===== src/hw/exec_pkg.sv =====
// package with opcodes, phases and address constants for the exec slice
package exec_pkg;
    // opcode patterns on instruction bits [15:8] (masked compares)
    localparam logic [5:0] OPC_INCR_SKIP_ZERO = 6'h0f;     // 0011 11
    localparam logic [5:0] OPC_INCR_SKIP_NONZERO = 6'h12;  // 0100 10
    localparam logic [7:0] OPC_MULT_LITERAL = 8'h0d;       // 0000 1101
    localparam logic [6:0] OPC_MULT_REGISTER = 7'h01;      // 0000 001
    localparam logic [7:0] OPC_BRANCH_NOT_ZERO = 8'he1;    // 1110 0001
    // field positions
    localparam int DEST_BIT = 9;
    localparam int BANK_BIT_INCR = 8;
    localparam int BANK_BIT_MULT = 8;
    // indexed literal offset window limit
    localparam logic [7:0] INDEXED_LIMIT = 8'h5f;
    // reset values
    localparam logic [20:0] PC_RESET = 21'h000000;
    localparam logic [7:0] BYTE_RESET = 8'h00;
    // phase codes, one-hot
    typedef enum logic [3:0] {
        PH_DECODE = 4'b0001,
        PH_READ = 4'b0010,
        PH_PROCESS = 4'b0100,
        PH_WRITE = 4'b1000
    } phase_t;
    // cycle kind, one-hot
    typedef enum logic [1:0] {
        CYC_EXEC = 2'b01,
        CYC_NOP = 2'b10
    } cycle_t;
endpackage


===== src/hw/exec_addr_gen.sv =====
// file address former: access bank, banked or indexed literal offset
module exec_addr_gen (
    // operand fields
    input wire logic [7:0] f_addr_i,
    input wire logic bank_bit_i,
    // context
    input wire logic [3:0] bank_sel_i,
    input wire logic ext_set_i,
    input wire logic [11:0] index_base_i,
    // address out
    output logic [11:0] addr_o
);
    // ------------------------------------------------------------
    // address selection
    // ------------------------------------------------------------
    wire logic indexed = !bank_bit_i && ext_set_i &&
        (f_addr_i <= exec_pkg::INDEXED_LIMIT);
    wire logic [11:0] idx_sum = index_base_i + {4'h0, f_addr_i};
    // access bank: low half in bank 0, upper half in bank f (sfr)
    wire logic [11:0] access_addr = f_addr_i[7] ?
        {4'hf, f_addr_i} : {4'h0, f_addr_i};
    wire logic [11:0] banked_addr = {bank_sel_i, f_addr_i};
    assign addr_o = indexed ? idx_sum :
        (bank_bit_i ? banked_addr : access_addr);
endmodule


===== src/hw/exec_mult.sv =====
// unsigned 8x8 multiplier, combinational, no flags produced
module exec_mult (
    // operands
    input wire logic [7:0] a_i,
    input wire logic [7:0] b_i,
    // product
    output logic [15:0] prod_o
);
    // ------------------------------------------------------------
    // product
    // ------------------------------------------------------------
    // no zero, carry or overflow detection by design
    assign prod_o = {8'h00, a_i} * {8'h00, b_i};
endmodule


===== src/hw/incr_skip_multiply_branch_exec.sv =====
// execution slice: increment-skip, multiply and branch-if-not-zero
// What this block does
// - incr_skip_if_zero adds one to a file register and skips on zero.
// - incr_skip_if_nonzero decodes from 0100 10da and adds one to f.
// - incr_skip_if_nonzero skips the next instruction on a nonzero sum.
// - a skip costs one no-op cycle, two when a two-word one is skipped.
// - destination bit 0 writes the accumulator, 1 writes f back.
// - bank bit 0 picks the access bank, 1 the bank select register.
// - bank bit 0 with extended set makes f up to 95 an indexed offset.
// - multiply_by_literal stores acc times literal, high byte above.
// - multiply_by_literal decodes from 0000 1101 and takes one cycle.
// - multiply_by_literal leaves the accumulator and all flags alone.
// - a zero product is not flagged and no carry or overflow arises.
// - multiply_by_register decodes from 0000 001a, stores acc times f.
// - multiply_by_register keeps acc, f and flags and takes one cycle.
// - a taken branch loads pc in phase four then idles; untaken loads nothing.
// - branch_if_not_zero on a clear zero flag goes to pc + 2 + 2n.
module incr_skip_multiply_branch_exec #(
    parameter int PC_WIDTH = 21
) (
    // clock, reset, enable
    input wire logic CLOCK_I,
    input wire logic SRST_I,
    input wire logic CE_I,
    // fetched instruction and context
    input wire logic [15:0] INSTR_I,
    input wire logic INSTR_VALID_I,
    input wire logic NEXT_TWO_WORD_I,
    input wire logic [PC_WIDTH-1:0] PC_I,
    input wire logic [7:0] ACC_I,
    input wire logic [3:0] BANK_SEL_I,
    input wire logic ZERO_FLAG_I,
    input wire logic EXT_SET_I,
    input wire logic [11:0] INDEX_BASE_I,
    // file register read data
    input wire logic [7:0] FILE_RDATA_I,
    // file register access
    output logic [11:0] FILE_ADDR_O,
    output logic FILE_RD_O,
    output logic FILE_WR_O,
    output logic [7:0] FILE_WDATA_O,
    // accumulator write
    output logic ACC_WR_O,
    output logic [7:0] ACC_WDATA_O,
    // product register pair
    output logic PROD_WR_O,
    output logic [7:0] PROD_HIGH_O,
    output logic [7:0] PROD_LOW_O,
    // program counter load and pipeline control
    output logic PC_LOAD_O,
    output logic [PC_WIDTH-1:0] PC_NEXT_O,
    output logic FLUSH_O,
    output logic BUSY_O,
    output logic [3:0] PHASE_O
);
    // ------------------------------------------------------------
    // decode
    // ------------------------------------------------------------
    wire logic is_isz = INSTR_I[15:10] == exec_pkg::OPC_INCR_SKIP_ZERO;
    wire logic is_isnz =
        INSTR_I[15:10] == exec_pkg::OPC_INCR_SKIP_NONZERO;
    wire logic is_mlit = INSTR_I[15:8] == exec_pkg::OPC_MULT_LITERAL;
    wire logic is_mreg = INSTR_I[15:9] == exec_pkg::OPC_MULT_REGISTER;
    wire logic is_bnz = INSTR_I[15:8] == exec_pkg::OPC_BRANCH_NOT_ZERO;
    wire logic dest_file = INSTR_I[exec_pkg::DEST_BIT];
    wire logic bank_bit = INSTR_I[exec_pkg::BANK_BIT_INCR];
    wire logic [11:0] addr;
    wire logic [15:0] prod;

    exec_addr_gen u_addr (
        .f_addr_i(INSTR_I[7:0]),
        .bank_bit_i(bank_bit),
        .bank_sel_i(BANK_SEL_I),
        .ext_set_i(EXT_SET_I),
        .index_base_i(INDEX_BASE_I),
        .addr_o(addr)
    );

    // ------------------------------------------------------------
    // state
    // ------------------------------------------------------------
    exec_pkg::phase_t phase_reg, phase_next;
    exec_pkg::cycle_t cyc_reg, cyc_next;
    logic [1:0] nop_left_reg, nop_left_next;
    logic [15:0] ir_reg;
    logic [7:0] operand_reg;
    logic [7:0] result_reg;
    logic [15:0] prod_reg;
    logic [PC_WIDTH-1:0] pc_reg;
    logic zero_reg, two_word_reg;
    logic [11:0] addr_reg;
    logic isz_r, isnz_r, mlit_r, mreg_r, bnz_r, dest_r;

    wire logic incr_op = isz_r || isnz_r;
    wire logic [7:0] incr_val = operand_reg + 8'h01;
    // multiplier operand: literal for one form, file data for the other
    wire logic [7:0] mult_b = mlit_r ? ir_reg[7:0] : operand_reg;
    exec_mult u_mult (
        .a_i(ACC_I),
        .b_i(mult_b),
        .prod_o(prod)
    );
    // offset doubled and sign extended; pc_reg already points past us
    wire logic [PC_WIDTH-1:0] br_off =
        {{(PC_WIDTH-9){ir_reg[7]}}, ir_reg[7:0], 1'b0};
    wire logic [PC_WIDTH-1:0] br_target = pc_reg + br_off;
    wire logic taken = bnz_r && !zero_reg;
    wire logic res_zero = result_reg == exec_pkg::BYTE_RESET;
    wire logic do_skip = (isz_r && res_zero) ||
        (isnz_r && !res_zero);
    wire logic accept = INSTR_VALID_I && cyc_reg == exec_pkg::CYC_EXEC;

    // phase rotation: one-hot walk q1 to q4
    always_comb begin
        case (phase_reg)
            exec_pkg::PH_DECODE: phase_next = exec_pkg::PH_READ;
            exec_pkg::PH_READ: phase_next = exec_pkg::PH_PROCESS;
            exec_pkg::PH_PROCESS: phase_next = exec_pkg::PH_WRITE;
            exec_pkg::PH_WRITE: phase_next = exec_pkg::PH_DECODE;
            default: phase_next = exec_pkg::PH_DECODE;
        endcase
    end

    // cycle kind after phase four: nop cycles are queued by skips/branches
    always_comb begin
        cyc_next = cyc_reg;
        nop_left_next = nop_left_reg;
        if (phase_reg == exec_pkg::PH_WRITE) begin
            case (cyc_reg)
                exec_pkg::CYC_EXEC: begin
                    if (do_skip) begin
                        nop_left_next = two_word_reg ? 2'd1 : 2'd0;
                        cyc_next = exec_pkg::CYC_NOP;
                    end else if (taken) begin
                        nop_left_next = 2'd0;
                        cyc_next = exec_pkg::CYC_NOP;
                    end
                end
                exec_pkg::CYC_NOP: begin
                    if (nop_left_reg == 2'd0) begin
                        cyc_next = exec_pkg::CYC_EXEC;
                    end else begin
                        nop_left_next = nop_left_reg - 2'd1;
                    end
                end
                default: cyc_next = exec_pkg::CYC_EXEC;
            endcase
        end
    end

    // phase and cycle state
    always_ff @(posedge CLOCK_I) begin
        if (SRST_I) begin
            phase_reg <= exec_pkg::PH_DECODE;
            cyc_reg <= exec_pkg::CYC_EXEC;
            nop_left_reg <= 2'd0;
        end else if (CE_I) begin
            phase_reg <= phase_next;
            cyc_reg <= cyc_next;
            nop_left_reg <= nop_left_next;
        end
    end

    // q1 decode: latch instruction and its class
    always_ff @(posedge CLOCK_I) begin
        if (SRST_I) begin
            ir_reg <= 16'h0000;
            {isz_r, isnz_r, mlit_r, mreg_r, bnz_r, dest_r} <= 6'h00;
            addr_reg <= 12'h000;
            pc_reg <= PC_WIDTH'(exec_pkg::PC_RESET);
            zero_reg <= 1'b0;
            two_word_reg <= 1'b0;
        end else if (CE_I && phase_reg == exec_pkg::PH_DECODE) begin
            ir_reg <= INSTR_I;
            // a nop cycle decodes nothing, so the fetched word is dropped
            isz_r <= accept && is_isz;
            isnz_r <= accept && is_isnz;
            mlit_r <= accept && is_mlit;
            mreg_r <= accept && is_mreg;
            bnz_r <= accept && is_bnz;
            dest_r <= dest_file;
            addr_reg <= addr;
            pc_reg <= PC_I;
            zero_reg <= ZERO_FLAG_I;
            two_word_reg <= NEXT_TWO_WORD_I;
        end
    end

    // q2 read operand, q3 process
    always_ff @(posedge CLOCK_I) begin
        if (SRST_I) begin
            operand_reg <= exec_pkg::BYTE_RESET;
            result_reg <= exec_pkg::BYTE_RESET;
            prod_reg <= 16'h0000;
        end else if (CE_I && phase_reg == exec_pkg::PH_READ) begin
            operand_reg <= FILE_RDATA_I;
        end else if (CE_I && phase_reg == exec_pkg::PH_PROCESS) begin
            result_reg <= incr_val;
            prod_reg <= prod;
        end
    end

    // ------------------------------------------------------------
    // registered outputs
    // ------------------------------------------------------------
    wire logic wr_ph = CE_I && phase_reg == exec_pkg::PH_PROCESS;
    always_ff @(posedge CLOCK_I) begin
        if (SRST_I) begin
            FILE_ADDR_O <= 12'h000;
            FILE_RD_O <= 1'b0;
            FILE_WR_O <= 1'b0;
            FILE_WDATA_O <= exec_pkg::BYTE_RESET;
            ACC_WR_O <= 1'b0;
            ACC_WDATA_O <= exec_pkg::BYTE_RESET;
            PROD_WR_O <= 1'b0;
            PROD_HIGH_O <= exec_pkg::BYTE_RESET;
            PROD_LOW_O <= exec_pkg::BYTE_RESET;
            PC_LOAD_O <= 1'b0;
            PC_NEXT_O <= PC_WIDTH'(exec_pkg::PC_RESET);
            FLUSH_O <= 1'b0;
            BUSY_O <= 1'b0;
            PHASE_O <= exec_pkg::PH_DECODE;
        end else if (CE_I) begin
            PHASE_O <= phase_next;
            BUSY_O <= cyc_next == exec_pkg::CYC_NOP;
            // read strobe during q2 for file-operand instructions
            FILE_ADDR_O <= (phase_reg == exec_pkg::PH_DECODE) ?
                addr : addr_reg;
            FILE_RD_O <= phase_reg == exec_pkg::PH_DECODE && accept &&
                (is_isz || is_isnz || is_mreg);
            // q4 writes; multiply never writes file or accumulator
            FILE_WR_O <= wr_ph && incr_op && dest_r;
            ACC_WR_O <= wr_ph && incr_op && !dest_r;
            FILE_WDATA_O <= incr_val;
            ACC_WDATA_O <= incr_val;
            PROD_WR_O <= wr_ph && (mlit_r || mreg_r);
            if (wr_ph && (mlit_r || mreg_r)) begin
                PROD_HIGH_O <= prod[15:8];
                PROD_LOW_O <= prod[7:0];
            end
            PC_LOAD_O <= wr_ph && taken;
            PC_NEXT_O <= br_target;
            // flush marks the discarded prefetch at the end of q4
            FLUSH_O <= CE_I && phase_reg == exec_pkg::PH_WRITE &&
                cyc_reg == exec_pkg::CYC_EXEC && (do_skip || taken);
        end
    end
endmodule


===== config.mk =====
export PLATFORM = sky130hd
export DESIGN_NAME = incr_skip_multiply_branch_exec
export DESIGN_NICKNAME = d
export VERILOG_FILES = /design/src/hw/exec_pkg.sv /design/src/hw/exec_addr_gen.sv /design/src/hw/exec_mult.sv /design/src/hw/incr_skip_multiply_branch_exec.sv
export SDC_FILE = /design/constraint.sdc
export NUM_CORES = 1
export LEC_CHECK = 0
export BUFFER_PORTS_ARGS = -buffer_cell sky130_fd_sc_hd__buf_2
export CAP_MARGIN = 20
export CORE_AREA = 5 5 104 180
export CTS_CLUSTER_SIZE = 24
export DETAILED_ROUTE_END_ITERATION = 7
export DIE_AREA = 0 0 109 185
export PLACE_DENSITY = 0.85
export SLEW_MARGIN = 15
export SYNTH_ARGS = -nofsm -noshare
export SYNTH_HDL_FRONTEND = slang
export SYNTH_HIERARCHICAL = 1
export SYNTH_SLANG_ARGS = --single-unit

===== constraint.sdc =====
create_clock -name CLOCK_I -period 6.7 [get_ports CLOCK_I]
set_clock_uncertainty 0.05 [all_clocks]
set_input_delay 0.335 -clock CLOCK_I [delete_from_list [all_inputs] [get_ports CLOCK_I]]
set_output_delay 0.335 -clock CLOCK_I [all_outputs]
set_load 0.1 [all_outputs]

==> impl_metrics.tcl <==
set metrics [dict create \
    crit_path_end_kind "flip-flop" \
    place.gp.congestion 0.9582 \
    num_rows 64 \
    synth_edf_count 0 \
    root_buffer "clkbuf_16" \
    fp.coreArea_mm2 0.01722 \
    critical_path_class "flip-flop to flip-flop" \
    power_density_mw_per_mm2 213.3 \
    synthTopCellsByArea "dfxtp_1 (30%), ha_1 (9.1%), fa_1 (8.3%)" \
    slew_viol_final 0 \
    antenna_left 0 \
    fmax_mhz 197.7 \
    drc 0 \
    area_growth_syn_to_layout_pct 15.52 \
    cap_violations 0 \
    setup_viol 0 \
    postCtsSetupBuffers 0 \
    cts_buffer_depth 2 \
    boundaryPins 152 \
    synth_top_area_share_pct 29.79 \
    die_h_um 185 \
    startpoint_type "flip-flop" \
    chipWidth_um 109 \
    yosysWarnings 6 \
    cts_max_level 4 \
    synth-async-reset-ratio_pct 0 \
    routed_wl_um 24850 \
    dp.final_hpwl_um 19180 \
    grt_max_degree 90 \
    dieArea_mm2 0.02017 \
    syn_inst 1111 \
    synth.distinct_cells 88 \
    fin_crit_sh_pct 75.48 \
    required_ps 7000 \
    fin_nets 1411 \
    synth_seq_cells 137 \
    cts.repair.resized 0 \
    syn_nets 1292 \
    seq_area_frac_synth_pct 29.79 \
    globalRouteOverflowTotal 0 \
    clock_latency_ps 420 \
    most-common-layout-cells "nand2_1 (187), buf_2 (150), dfxtp_1 (137)" \
    grt_usage_pct 24.75 \
    via_per_inst 5.726 \
    hold_viol_final 0 \
    cts_tree "done" \
    drive_gt1_share_pct 18.26 \
    leakage_nw 4.944 \
    initial_core_util_pct 53.47 \
    grt_pass1_wl_um 39210 \
    tns_ps 0 \
    first_iter_violations 395 \
    final.min_clock_period_ps 5057 \
    cts_buffers 17 \
    clkTransAtPathRegs_ps 60 \
    n_antenna_cell 0 \
    via_count 8440 \
    rsz0062_at_grt "false" \
    r2r_slack_ps 1640 \
    cts.sinks 137 \
    firstDrtPassIters 8 \
    status "complete, no violations" \
    synth_area_per_cell_um2 8.285 \
    worst_pin_slew_ps 886.1 \
    worst-path-max-fanout 11 \
    antenna_found_initial 1 \
    avgRoutedWirePerCell_um 16.86 \
    slew-limit-headroom_pct 40.93 \
    worstPathArrival_ps 5360 \
    layout_commonest_cell "nand2_1" \
    hold_class "input port to flip-flop" \
    fin_util_pct 61.77 \
    grt_pass1_vias 8275 \
    synthFlopType "dfxtp_1" \
    io_buffers 151 \
    hold_buffers 0 \
    ir_drop_uv 195.7 \
    syn-cell-area_mm2 0.009205 \
    synth_top_area_cell "dfxtp_1" \
]
==> critical path, cell delays in order (launching register included) <==
cell and delay [ps]:
dfxtp_1 580, mux2_2 450, and2_1 190, fa_1 550, inv_1 50, fa_1 480, inv_1 60, fa_1 540
inv_1 60, fa_1 520, inv_1 40, ha_1 350, o211ai_2 90, a21oi_2 80, o41ai_4 400, o21ai_2 120
a211oi_2 180, nand2_1 70, a21oi_1 130
==> cell type report <==
type,instances,area [um^2]
Timing Repair Buffer,158,810.8
Inverter,70,262.8
Fill cell,1497,6583
Clock inverter,14,147.6
Tap cell,231,289.0
Clock buffer,18,429.2
Multi-Input combinational cell,846,5952
Sequential cell,137,2743
==> path summary, 6_finish.rpt <==
| path | start | end | depth (start not counted) |
|---|---|---|---|
| setup / recovery | mlit_r$_SDFFE_PP0P_ | PROD_HIGH_O[7]$_SDFFE_PP0P_ | 18 |
| hold / removal | PC_I[18] | pc_reg[18]$_SDFFE_PP0P_ | 3 |
| setup reg to reg | mlit_r$_SDFFE_PP0P_ | PROD_HIGH_O[7]$_SDFFE_PP0P_ | 18 |
| hold reg to reg | addr_reg[11]$_SDFFE_PP0P_ | addr_reg[11]$_SDFFE_PP0P_ | 2 |
==> power by group <==
part / internal [mW] / leakage, nW / total [mW] / switching, mW
sequential: 0.853 / 1.12 / 0.884 / 0.0304
combinational: 0.128 / 3.56 / 0.465 / 0.337
clock: 0.548 / 0.269 / 0.920 / 0.372
==> kinds of logic after synthesis <==
group,Yosys count,synth area share [%]
compound gates,255,19.03
xor+xnor,27,2.569
fa+ha+maj,105,17.37
buf+inv,128,5.695
flops,137,29.79
mux,34,3.887
simple gates,425,21.65
==> per-stage QoR <==
| stage | hold slack [ps] | instances | cell area (um^2) | setup slack, ps | power [mW] |
|---|---|---|---|---|---|
| floorplan | 382.9 | 1111 | 9205 | 1882 | 1.252 |
| global placement | 388.8 | 1441 | 10050 | 1774 | 1.353 |
| detailed placement | 398.7 | 1442 | 10060 | 1638 | 1.362 |
| CTS | 84.07 | 1474 | 10630 | 1625 | 2.277 |
| global route | 94.18 | 1474 | 10630 | 1353 | 2.355 |
| finish | 92.87 | 1474 | 10630 | 1643 | 2.269 |
==> layer usage <==
layer / GRT usage, % / up-vias / wire [um]
met3: 4.534 / 87 / 1209
met1: 23.82 / 3995 / 8503
li1: - / 4080 / -
met4: 14.05 / 2 / 1217
met2: 47.64 / 276 / 13900
met5: 0 / - / 13
==> cells in the mapped netlist (3+ instances only) <==
library cell,count
ha_1,67
o211ai_1,6
nor4b_1,3
nor4_1,3
nand2b_1,10
nand4_1,4
xnor2_1,13
clkbuf_1,40
a22oi_1,3
nand2_1,187
a21oi_2,4
o21ai_1,3
a211oi_2,3
mux2_2,9
a211o_1,4
buf_1,4
inv_1,70
buf_4,8
dfxtp_1,137
fa_1,38
a31oi_1,4
nor2b_1,7
o21a_1,10
nand3_1,18
mux2i_1,23
and2_1,48
and3_1,12
nor3b_1,3
or3_1,4
o2111ai_1,3
o21ai_0,28
a21o_1,11
a21oi_1,100
a21boi_0,4
nand3b_1,5
nor2_1,85
xor2_1,14
buf_2,5
nor3_1,23
a211oi_1,21
a222oi_1,12
Power figures use the tool's default switching activity.
